[src/verilog/char_pattern_regs.svh]
// What this block does
// - full RAM mode: user pattern area is 2048 bytes placed by five offset bits.
// - ROM plus RAM mode: user area is the 1024 bytes with address bit 10 set.
// - each user pattern is eight consecutive bytes, one per row.
// - pattern address is offset, then character code, then row; bit 10 forced in ROM mode.
// - ROM plus RAM mode fetches codes 80h to ffh from the user RAM area.
// - full RAM mode fetches every code from RAM, never from the pattern ROM.
// - attribute of character n is byte n of the graphic area from its home.
// - attribute use means text only combining; graphic bytes never shown as pixels.
// - decode low four attribute bits into normal, reverse, inhibit, blink; ignore upper four.
// - ROM plus RAM mode fetches codes 00h to 7fh from the pattern ROM.
// - combine field with top bit set and low bits clear selects text only.
`ifndef CHAR_PATTERN_REGS_SVH
`define CHAR_PATTERN_REGS_SVH

// =========================================================
// widths and field positions
`define OFFSET_MSB       3'h4
`define ATTR_BLINK_POS   2'h3
`define ATTR_REVERSE_POS 2'h2
`define ATTR_INHIBIT_POS 2'h1
`define ATTR_LOW_POS     2'h0
`define CODE_MSB_POS     3'h7

// =========================================================
// mode values and reset values
`define COMBINE_TEXT_ONLY 3'h4
`define OFFSET_RESET      5'h00
`define ADDR_RESET        16'h0000
`define BYTE_ZERO         8'h00
`define ROM_AREA_BIT      1'b1

`endif

[src/verilog/char_pattern_pkg.sv]
package char_pattern_pkg;

   // character fetch request from the display scanner
   typedef struct packed {
      logic [7:0]  code;
      logic [15:0] index;
      logic [2:0]  row;
   } char_req_t;

   // finished pattern row with its effects
   typedef struct packed {
      logic [7:0] pattern;
      logic       blink;
      logic       reverse;
      logic       inhibit;
   } pix_out_t;

   typedef enum logic [2:0] {
      ST_IDLE      = 3'b000,
      ST_ATTR_WAIT = 3'b001,
      ST_PAT_ISSUE = 3'b010,
      ST_PAT_WAIT  = 3'b011,
      ST_PUSH      = 3'b100
   } fetch_state_t;

endpackage

[src/verilog/char_pattern_gen.sv]
`timescale 1ns/1ns
`include "char_pattern_regs.svh"
// =========================================================
// character pattern lookup and text attribute logic
module char_pattern_gen (
   input  wire logic                          core_clk,
   input  wire logic                          srst,
   input  wire logic                          full_ram_pattern_mode,
   input  wire logic                          text_disp_on,
   input  wire logic                          graphic_disp_on,
   input  wire logic [2:0]                    combine_mode,
   input  wire logic [15:0]                   graphic_home,
   input  wire logic                          offset_wr,
   input  wire logic [7:0]                    offset_wr_data,
   input  wire logic                          blink_phase,
   input  wire logic                          req_valid,
   output logic                               req_ready_q,
   input  wire char_pattern_pkg::char_req_t   req,
   output logic                               ram_rd_en_q,
   output logic [15:0]                        ram_addr_q,
   input  wire logic                          ram_rd_valid,
   input  wire logic [7:0]                    ram_rd_data,
   output logic                               out_valid_q,
   input  wire logic                          out_ready,
   output char_pattern_pkg::pix_out_t         out_q,
   output logic [4:0]                         pattern_offset_bits_q,
   output logic                               attr_mode_q,
   output logic                               graphic_pixels_on_q
);
   import char_pattern_pkg::*;

   fetch_state_t state_q;
   fetch_state_t state_d;
   char_req_t    req_q;
   logic [7:0]   attr_q;
   logic         attr_mode;
   logic         use_rom;
   logic         pat_from_rom_q;
   logic         rom_rd_en;
   logic [7:0]   rom_data;
   logic [15:0]  pat_addr;
   logic         fx_blink;
   logic         fx_reverse;
   logic         fx_inhibit;
   pix_out_t     push_data;
   pix_out_t     push_data_q;
   logic         push_valid;
   logic         buf_in_ready;
   pix_out_t     skid_q;
   logic         skid_valid_q;

   // =========================================================
   // configuration
   // text only combining means graphic bytes are attributes
   assign attr_mode = (combine_mode == `COMBINE_TEXT_ONLY);

   // offset register keeps its low five bits until rewritten
   always_ff @(posedge core_clk) begin
      if (srst) begin
         pattern_offset_bits_q <= `OFFSET_RESET;
      end else if (offset_wr) begin
         pattern_offset_bits_q <= offset_wr_data[`OFFSET_MSB:0];
      end
   end

   // display mode flags seen by the pixel path
   always_ff @(posedge core_clk) begin
      if (srst) begin
         attr_mode_q         <= 1'b0;
         graphic_pixels_on_q <= 1'b0;
      end else begin
         attr_mode_q         <= attr_mode;
         graphic_pixels_on_q <= graphic_disp_on & ~attr_mode;
      end
   end

   // =========================================================
   // pattern source and address
   // rom only for codes with top bit clear, and only in rom plus ram mode
   assign use_rom = ~full_ram_pattern_mode & ~req_q.code[`CODE_MSB_POS];

   // offset, code (bit 10 forced in rom plus ram mode), row
   assign pat_addr = {pattern_offset_bits_q,
                      full_ram_pattern_mode ? req_q.code[`CODE_MSB_POS] : `ROM_AREA_BIT,
                      req_q.code[6:0],
                      req_q.row};

   assign rom_rd_en = (state_q == ST_PAT_ISSUE) & use_rom;

   pattern_rom u_rom (
      .core_clk  (core_clk),
      .srst      (srst),
      .rd_en     (rom_rd_en),
      .rd_addr   ({req_q.code[6:0], req_q.row}),
      .rd_data_q (rom_data)
   );

   // =========================================================
   // fetch sequencer
   always_comb begin
      state_d = state_q;
      case (state_q)
         ST_IDLE: begin
            if (req_valid & req_ready_q) begin
               state_d = attr_mode ? ST_ATTR_WAIT : ST_PAT_ISSUE;
            end
         end
         ST_ATTR_WAIT: begin
            if (ram_rd_valid) begin
               state_d = ST_PAT_ISSUE;
            end
         end
         ST_PAT_ISSUE: begin
            state_d = ST_PAT_WAIT;
         end
         ST_PAT_WAIT: begin
            if (pat_from_rom_q | ram_rd_valid) begin
               state_d = ST_PUSH;
            end
         end
         ST_PUSH: begin
            if (buf_in_ready) begin
               state_d = ST_IDLE;
            end
         end
         default: begin
            state_d = ST_IDLE;
         end
      endcase
   end

   // state register
   always_ff @(posedge core_clk) begin
      if (srst) begin
         state_q <= ST_IDLE;
      end else begin
         state_q <= state_d;
      end
   end

   // request acceptance, ready only while idle
   always_ff @(posedge core_clk) begin
      if (srst) begin
         req_ready_q <= 1'b0;
         req_q       <= '0;
      end else begin
         req_ready_q <= (state_d == ST_IDLE);
         if (req_valid & req_ready_q) begin
            req_q <= req;
         end
      end
   end

   // ram read port, one cycle read pulse per fetch
   always_ff @(posedge core_clk) begin
      if (srst) begin
         ram_rd_en_q <= 1'b0;
         ram_addr_q  <= `ADDR_RESET;
      end else begin
         ram_rd_en_q <= 1'b0;
         if ((state_q == ST_IDLE) & req_valid & req_ready_q & attr_mode) begin
            ram_rd_en_q <= 1'b1;
            ram_addr_q  <= graphic_home + req.index;
         end else if ((state_q == ST_PAT_ISSUE) & ~use_rom) begin
            ram_rd_en_q <= 1'b1;
            ram_addr_q  <= pat_addr;
         end
      end
   end

   // attribute byte, normal when attributes are off
   always_ff @(posedge core_clk) begin
      if (srst) begin
         attr_q <= `BYTE_ZERO;
      end else if ((state_q == ST_IDLE) & req_valid & req_ready_q) begin
         attr_q <= `BYTE_ZERO;
      end else if ((state_q == ST_ATTR_WAIT) & ram_rd_valid) begin
         attr_q <= ram_rd_data;
      end
   end

   // remembers which source answers the pattern fetch
   always_ff @(posedge core_clk) begin
      if (srst) begin
         pat_from_rom_q <= 1'b0;
      end else if (state_q == ST_PAT_ISSUE) begin
         pat_from_rom_q <= use_rom;
      end
   end

   // =========================================================
   // attribute decode and pattern shaping
   // only the low nibble counts; inhibit dominates
   assign fx_inhibit = attr_q[`ATTR_INHIBIT_POS];
   assign fx_reverse = attr_q[`ATTR_REVERSE_POS] & attr_q[`ATTR_LOW_POS] & ~fx_inhibit;
   assign fx_blink   = attr_q[`ATTR_BLINK_POS] & ~fx_inhibit;

   // captured row with effects applied
   always_ff @(posedge core_clk) begin
      if (srst) begin
         push_data_q <= '0;
      end else if (state_q == ST_PAT_WAIT) begin
         if (~text_disp_on | fx_inhibit | (fx_blink & blink_phase)) begin
            push_data_q.pattern <= `BYTE_ZERO;
         end else if (fx_reverse) begin
            push_data_q.pattern <= pat_from_rom_q ? ~rom_data : ~ram_rd_data;
         end else begin
            push_data_q.pattern <= pat_from_rom_q ? rom_data : ram_rd_data;
         end
         push_data_q.blink   <= fx_blink;
         push_data_q.reverse <= fx_reverse;
         push_data_q.inhibit <= fx_inhibit;
      end
   end

   assign push_valid = (state_q == ST_PUSH);
   assign push_data  = push_data_q;

   // =========================================================
   // two-entry buffer: output register plus skid register
   assign buf_in_ready = ~skid_valid_q;

   // output stage, refilled from skid first to keep order
   always_ff @(posedge core_clk) begin
      if (srst) begin
         out_valid_q <= 1'b0;
         out_q       <= '0;
      end else if (~out_valid_q | out_ready) begin
         if (skid_valid_q) begin
            out_valid_q <= 1'b1;
            out_q       <= skid_q;
         end else begin
            out_valid_q <= push_valid;
            out_q       <= push_data;
         end
      end
   end

   // skid stage catches a word pushed while the receiver stalls
   // a full skid empties into the output stage; a push from the sequencer waits meanwhile
   always_ff @(posedge core_clk) begin
      if (srst) begin
         skid_valid_q <= 1'b0;
         skid_q       <= '0;
      end else if (out_valid_q & ~out_ready) begin
         if (push_valid & buf_in_ready) begin
            skid_valid_q <= 1'b1;
            skid_q       <= push_data;
         end
      end else if (skid_valid_q) begin
         skid_valid_q <= 1'b0;
      end
   end

   // =========================================================
   // checks
   property p_offset_hold;
      @(posedge core_clk) disable iff (srst)
      !offset_wr |=> $stable(pattern_offset_bits_q);
   endproperty
   a_offset_hold: assert property (p_offset_hold) else $error("offset changed without a write");

   property p_offset_load;
      @(posedge core_clk) disable iff (srst)
      offset_wr |=> pattern_offset_bits_q == $past(offset_wr_data[4:0]);
   endproperty
   a_offset_load: assert property (p_offset_load) else $error("offset not loaded from low bits");

   property p_no_rom_in_full_ram;
      @(posedge core_clk) disable iff (srst)
      (state_q == ST_PAT_ISSUE) & full_ram_pattern_mode |=> ram_rd_en_q & !pat_from_rom_q;
   endproperty
   a_no_rom_in_full_ram: assert property (p_no_rom_in_full_ram) else $error("rom used in full ram mode");

   property p_high_codes_from_ram;
      @(posedge core_clk) disable iff (srst)
      (state_q == ST_PAT_ISSUE) & req_q.code[7] |=> ram_rd_en_q;
   endproperty
   a_high_codes_from_ram: assert property (p_high_codes_from_ram) else $error("high code not from ram");

   property p_low_codes_from_rom;
      @(posedge core_clk) disable iff (srst)
      (state_q == ST_PAT_ISSUE) & !full_ram_pattern_mode & !req_q.code[7] |=> !ram_rd_en_q & pat_from_rom_q;
   endproperty
   a_low_codes_from_rom: assert property (p_low_codes_from_rom) else $error("low code not from rom");

   property p_pat_addr_layout;
      @(posedge core_clk) disable iff (srst)
      (state_q == ST_PAT_ISSUE) & !use_rom |=>
         ram_addr_q[15:11] == $past(pattern_offset_bits_q) && ram_addr_q[2:0] == $past(req_q.row) &&
         ram_addr_q[9:3] == $past(req_q.code[6:0]);
   endproperty
   a_pat_addr_layout: assert property (p_pat_addr_layout) else $error("pattern address misformed");

   property p_rom_mode_bit10;
      @(posedge core_clk) disable iff (srst)
      (state_q == ST_PAT_ISSUE) & !use_rom & !full_ram_pattern_mode |=> ram_addr_q[10];
   endproperty
   a_rom_mode_bit10: assert property (p_rom_mode_bit10) else $error("bit 10 clear in rom plus ram mode");

   property p_attr_addr;
      @(posedge core_clk) disable iff (srst)
      (state_q == ST_IDLE) & req_valid & req_ready_q & attr_mode |=>
         ram_rd_en_q && ram_addr_q == $past(graphic_home) + $past(req.index);
   endproperty
   a_attr_addr: assert property (p_attr_addr) else $error("attribute address wrong");

   property p_no_graphic_pixels;
      @(posedge core_clk) disable iff (srst)
      attr_mode |=> !graphic_pixels_on_q ##1 1'b1;
   endproperty
   a_no_graphic_pixels: assert property (p_no_graphic_pixels) else $error("graphic shown in text only mode");

   property p_inhibit_blank;
      @(posedge core_clk) disable iff (srst)
      out_valid_q & out_q.inhibit |-> out_q.pattern == 8'h00 && !out_q.reverse && !out_q.blink;
   endproperty
   a_inhibit_blank: assert property (p_inhibit_blank) else $error("inhibited row not blank");

   property p_out_hold;
      @(posedge core_clk) disable iff (srst)
      out_valid_q & !out_ready |=> out_valid_q && $stable(out_q);
   endproperty
   a_out_hold: assert property (p_out_hold) else $error("output changed under stall");

endmodule

[src/verilog/pattern_rom.sv]
`timescale 1ns/1ns
`include "char_pattern_regs.svh"
// =========================================================
// built-in pattern rom, 128 characters of 8 rows, registered read
module pattern_rom #(
   parameter logic [8191:0] ROM_IMAGE = '0
) (
   input  wire logic       core_clk,
   input  wire logic       srst,
   input  wire logic       rd_en,
   input  wire logic [9:0] rd_addr,
   output logic      [7:0] rd_data_q
);
   // read data come from a register, one cycle after rd_en
   always_ff @(posedge core_clk) begin
      if (srst) begin
         rd_data_q <= `BYTE_ZERO;
      end else if (rd_en) begin
         rd_data_q <= ROM_IMAGE[{rd_addr, 3'h0} +: 8];
      end
   end
endmodule
[config.mk]
export PLATFORM = sky130hd
export DESIGN_NAME = char_pattern_gen
export DESIGN_NICKNAME = d
export VERILOG_FILES = /design/src/verilog/char_pattern_pkg.sv /design/src/verilog/char_pattern_gen.sv /design/src/verilog/pattern_rom.sv
export VERILOG_INCLUDE_DIRS = /design/src /design/src/verilog
export SDC_FILE = /design/constraint.sdc
export NUM_CORES = 1
export LEC_CHECK = 0
export BUFFER_PORTS_ARGS = -buffer_cell sky130_fd_sc_hd__buf_4
export CAP_MARGIN = 10
export CORE_MARGIN = 5
export CORE_UTILIZATION = 55
export CTS_BUF_LIST = sky130_fd_sc_hd__clkbuf_2 sky130_fd_sc_hd__clkbuf_4 sky130_fd_sc_hd__clkbuf_8
export DETAILED_ROUTE_END_ITERATION = 10
export GPL_TIMING_DRIVEN = 1
export PLACE_DENSITY = 0.89
export SLEW_MARGIN = 20
export SYNTH_ARGS = -nofsm -noshare
export SYNTH_HDL_FRONTEND = slang
export SYNTH_SLANG_ARGS = --single-unit
[constraint.sdc]
create_clock -name core_clk -period 2.01 [get_ports core_clk]
set_input_delay 0.1005 -clock core_clk [delete_from_list [all_inputs] [get_ports core_clk]]
set_output_delay 0.1005 -clock core_clk [all_outputs]
set_load 0.02 [all_outputs]
-- Yosys cells after proc, flatten, opt, wreduce, memory -nomap -nowiden
Cells that the tools add are included.
- flip-flop bits (word level): 87
- input port bits: 72
- $add $sub $neg: 1
- equal/unequal tests: 5
- shifts and indexed selects: 1
- muxes and demuxes: 17
- bitwise logic cells: 31
- reductions and logical operators: 6
- operators by type and width (operator ; count):
    8192-bit by 14-bit indexed part select with 8-bit output, first input constant ; 1
    16-bit two-way mux ; 2
    8-bit two-way mux ; 4
    16-bit adder ; 1
    8-bit NOT ; 2
    1-bit AND ; 15
    3-bit case mux with 5 select lines ; 1
    3-bit two-way mux ; 4
    11-bit two-way mux ; 1
    1-bit NOT ; 10
    3-bit by 2-bit == test with 1-bit output, second input constant ; 2
    3-bit == test, second input constant ; 2
    3-bit zero test ; 2
    1-bit two-way mux ; 4
    1-bit bitwise OR ; 4
    2-bit OR reduction ; 2
    3-bit by 1-bit == test with 1-bit output, second input constant ; 1
    2-bit two-way mux ; 1
    2-bit AND reduction ; 1
    2-bit nonzero test ; 1

-- Logic depth before layout (Yosys ltp)
- depth after elaboration: 6
- mapped depth: 8
- mapped depth without buffers: 8

-- Cells and area by module
Synthesis repeated with hierarchy kept, for this count alone.
- cell total of the unflattened synthesis: 465
- area, all modules: 4050.1 µm²
- modules (own cells, without submodules) (module ; instances ; cells each ; area each (µm²)):
    char_pattern_gen ; 1 ; 456 ; 3986.3
    pattern_rom ; 1 ; 9 ; 63.8

-- Worst setup path after synthesis
OpenSTA, ideal clock, no wires.
- path kind: input to register
- start point: input port graphic_home[0]
- end point: register ram_addr_q[12]
- library setup time: 116 ps
- data arrival time: 1655 ps
- data required time: 1894 ps
- path slack: 238 ps
- stages: 8
- buffers on the path: 0
- path through: ha_1 fa_1 a21o_1 nand4_1 a211oi_1 nor3_2 nand2_1 a31o_2
- cells in the longest elaborated chain, start to end: 2
- RTL lines (what ; line ; RTL):
    start, declared ; char_pattern_gen.sv:12 ; input wire logic [15:0] graphic_home,
    16-bit adder ; char_pattern_gen.sv:163 ; ram_addr_q <= graphic_home + req.index;
    16-bit two-way mux ; char_pattern_gen.sv:161 ; if ((state_q == ST_IDLE) & req_valid & req_ready_q & attr_mode) begin
    end signal, assigned ; char_pattern_gen.sv:158 ; ram_addr_q <= `ADDR_RESET;
    end signal, assigned ; char_pattern_gen.sv:163 ;
    end signal, assigned ; char_pattern_gen.sv:166 ; ram_addr_q <= pat_addr;
    end, declared ; char_pattern_gen.sv:20 ; output logic [15:0] ram_addr_q,
Every way passes these cells.
A chain may end at the register's enable or synchronous reset.

-- Worst setup path in the final report
- start point: register state_q[0]
- end point: register ram_addr_q[3]
- cells in the longest elaborated chain, start to end: 5
- elaborated cells on any way between the ends: 8
- RTL lines (what ; line ; RTL):
    start, declared ; char_pattern_gen.sv:32 ; fetch_state_t state_q;
    start signal, assigned ; char_pattern_gen.sv:137 ; state_q <= state_d;
    3-bit zero test ; char_pattern_gen.sv:161 ;
    1-bit AND (3 in series) ; char_pattern_gen.sv:161 ;
    16-bit two-way mux or 2-bit nonzero test (tied branches) ; -- ;
Parallel ways exist; a longest one is shown, timed or not.

==> impl_metrics.env <==
export IMPL_hold_viol_final=0
export IMPL_avgRoutedWirePerCell_um=15.32
export IMPL_place_ws_ns=-0.01549
export IMPL_coreArea_um2=7214
export IMPL_clock_sinks=79
export IMPL_crit_type="flip-flop to flip-flop"
export IMPL_fin_tns_setup_ns=0
export IMPL_synth_area_um2=4058
export IMPL_synth_edf_count=0
export IMPL_vias=3691
export IMPL_maxSlewViolCount=0
export IMPL_row_count=31
export IMPL_syn_inst=459
export IMPL_grt_total_usage_pct=22.75
export IMPL_port_buffers=105
export IMPL_synth_seq_cells=79
export IMPL_multi_input_area_um2=2245
export IMPL_crit_buf_inv=1
export IMPL_critPathMaxFanout=17
export IMPL_cpLargestDelayFamily="flip-flops"
export IMPL_via_per_inst=5.542
export IMPL_ctsHtreeMaxLevel=3
export IMPL_crit_chain="nor3b_4, o21a_1, buf_12, mux2_2, a21oi_1, nor2_1"
export IMPL_endpoint_kind="flip-flop"
export IMPL_fin_crit_ns=1.834
export IMPL_layout_area_seq_um2=1582
export IMPL_rsz0062_at_grt="false"
export IMPL_timing_rr_start="state_q[0]"
export IMPL_max_vdd_ir_drop_v=0.0004849
export IMPL_nets=650
export IMPL_final_setup_worst_slack_ns=0.1760
export IMPL_fmax_ghz=0.5453
export IMPL_post_cts_buffers=0
export IMPL_drv_cap=0
export IMPL_initial_utilization_pct=56.24
export IMPL_p_leak_nw=2.236
export IMPL_drive_gt1_share_pct=25.93
export IMPL_seq_area_frac_synth_pct=38.98
export IMPL_grt_start_max_net_pins=46
export IMPL_drt_iter0_drc=211
export IMPL_dpl_cell_count=640
export IMPL_clk_latency_ns=0.34
export IMPL_clock_path_buffers=2
export IMPL_wirelength_mm=10.21
export IMPL_cts_tree="yes"
export IMPL_fp_dieArea_um2=9195
export IMPL_fillCellCount=547
export IMPL_start_kind="flip-flop"
export IMPL_grt_pass1_vias=3611
export IMPL_post_route_period_util_pct=91.24
export IMPL_max_stage_delay_ns=0.43
export IMPL_synth_nets=547
export IMPL_critPathArrivalTime_ns=2.05
export IMPL_setup_viol=0
export IMPL_min_to="attr_q[0]"
export IMPL_grt_overflow=0
export IMPL_drtPass1Iterations=4
export IMPL_tightest_slew_ns=0.5583
export IMPL_power_mw=3.934
export IMPL_root_buffer="clkbuf_8"
export IMPL_dieHeight_um=95.89
export IMPL_synthFlopType="dfxtp_1"
export IMPL_chipWidth_um=95.89
export IMPL_cp_required_ns=2.22
export IMPL_layout_cells_non_filler=666
export IMPL_outcome="finished clean"
export IMPL_place_gp_congestion=0.8717
export IMPL_antenna_found_initial=0
export IMPL_slew_headroom_pct=62.78
export IMPL_worst_r2r_cell_count=6
export IMPL_r2r_setup_slack_ns=0.18
export IMPL_min_from="ram_rd_data[0]"
export IMPL_grt_pass1_wl_mm=16.46
export IMPL_n_antenna_cell=0
export IMPL_fin_worst_skew_ns=0.009614
export IMPL_route_detailed_drc=0
export IMPL_power_density_nw_per_um2=755.5
export IMPL_yosysWarnings=0
export IMPL_area_growth_pct=28.34
export IMPL_ys_types=55
export IMPL_holdCritPathClass="input pin to flip-flop"
export IMPL_clk_pin_slew_worst_paths_ns=0.08
export IMPL_cts_buffers=9
export IMPL_dpl_hpwl_mm=7.453
export IMPL_io_pins=109
export IMPL_slowest_stage="dfxtp_1"
export IMPL_worstHoldPathCells=3
export IMPL_post_synth_cell_area_avg_um2=8.840
export IMPL_synthArstFlopShare_pct=0
export IMPL_drtAntennaViolNets=0
export IMPL_r2r_end="ram_addr_q[3]"
==> worst register-to-register path, delay by kind of cell, from the launching register on <==
kind | cells | cell delay, ns
buf+inv | 1 | 0.19
mux | 1 | 0.35
flops | 1 | 0.43
simple gates | 2 | 0.33
compound gates | 2 | 0.40
==> layout make-up <==
cell class,instances,share of cell area [%]
sequential,79,30.37
clock buffer,10,2.523
timing repair buffer,131,19.61
inverter,3,0.2162
tap,99,2.379
clock inverter,6,1.802
multi-input combinational,338,43.10
==> stage by stage <==
step | hold slack [ns] | cell area (µm²) | util [%]
after floorplan | 0.2365 | 4058 | -
after global placement | 0.3335 | 4882 | 67.67
after detailed placement | 0.3424 | 4882 | 67.67
after global routing | 0.01121 | 5207 | 72.18
after CTS | 0.005349 | 5207 | 72.18
final | 0.01588 | 5207 | 72.18
==> worst max-delay path by stage <==
stage | cells after the start | to | start | slack, ns
final | 6 | ram_addr_q[3] | state_q[0] | 0.18
after global routing | 6 | ram_addr_q[11] | state_q[0] | 0.03
after floorplan | 8 | ram_addr_q[12] | graphic_home[0] | 0.24
after CTS | 6 | ram_addr_q[3] | state_q[0] | 0.18
after global placement | 9 | ram_addr_q[12] | graphic_home[0] | 0.03
after detailed placement | 9 | ram_addr_q[12] | graphic_home[0] | -0.02
==> registers in the layout, indices dropped and copies added, names as in the netlist, 3 cells and up <==
signal	flops
attr_q	4
out_q	11
pat_addr	10
pattern_offset_bits_q	5
push_data	11
ram_addr_q	16
skid_q	11
state_q	3
==> synth_stat cells (3+ instances only) <==
| master | instances | area share (%) |
|---|---|---|
| inv_1 | 3 | 0.28 |
| a21o_1 | 6 | 1.1 |
| xor2_1 | 4 | 0.86 |
| mux2i_1 | 44 | 11 |
| a22oi_1 | 8 | 1.5 |
| dfxtp_1 | 79 | 39 |
| clkbuf_1 | 18 | 1.7 |
| a211oi_1 | 27 | 5.0 |
| a21oi_1 | 31 | 3.8 |
| o21ai_0 | 7 | 0.86 |
| nand3_1 | 4 | 0.49 |
| buf_2 | 4 | 0.49 |
| nand4_1 | 3 | 0.46 |
| buf_4 | 8 | 1.5 |
| buf_1 | 5 | 0.46 |
| and2_1 | 3 | 0.46 |
| buf_6 | 3 | 0.83 |
| xnor2_1 | 13 | 2.8 |
| nor2_1 | 75 | 6.9 |
| nand2_1 | 40 | 3.7 |
| nor2b_1 | 10 | 1.5 |
| ha_1 | 15 | 4.6 |
| nor3_1 | 11 | 1.4 |
==> power by group <==
part / switching (mW) / leakage, nW / total (mW) / internal [mW]
logic: 0.467 / 1.49 / 0.889 / 0.422
clock network: 0.586 / 0.110 / 1.31 / 0.722
registers: 0.0865 / 0.640 / 1.74 / 1.65
total: 1.14 / 2.24 / 3.93 / 2.79
==> layout by cell type, fill, tap and decap left out, types with 9 or more instances in the layout <==
cell type,n
buf_4,120
dfxtp_1,79
nor3_1,11
nand2_1,40
nor2b_1,10
xnor2_1,13
a211oi_1,27
a21oi_1,31
clkbuf_8,9
nor2_1,75
ha_1,15
dlygate4sd3_1,10
mux2i_1,44
==> cell families (layout without fill, tap and decap cells) <==
family                   count (synthesis)  count (layout)  synth area share [%]
AND/OR/NAND/NOR                        163             163                 18.87
AO/OA/AOI/OAI                           96              96                 16.25
flip-flops                              79              79                 38.98
multiplexers                            46              46                 11.41
buffers and inverters                   42             150                 5.705
XOR/XNOR                                17              17                 3.669
adder cells (fa/ha/maj)                 16              16                 5.119
==> layer usage <==
layer | wire length [µm] | vias up | global-route usage [%]
met5 | 0 | - | 0
met4 | 229 | 0 | 8.057
met1 | 4110 | 1730 | 26.40
met3 | 560 | 20 | 5.942
met2 | 5306 | 121 | 40.24
li1 | - | 1820 | -
==> timing repair <==
item	in CTS	in global routing
endpoints found under the hold margin	10	0
hold buffers	10	0
resized for setup	0	0
Power figures use the tool's default switching activity.
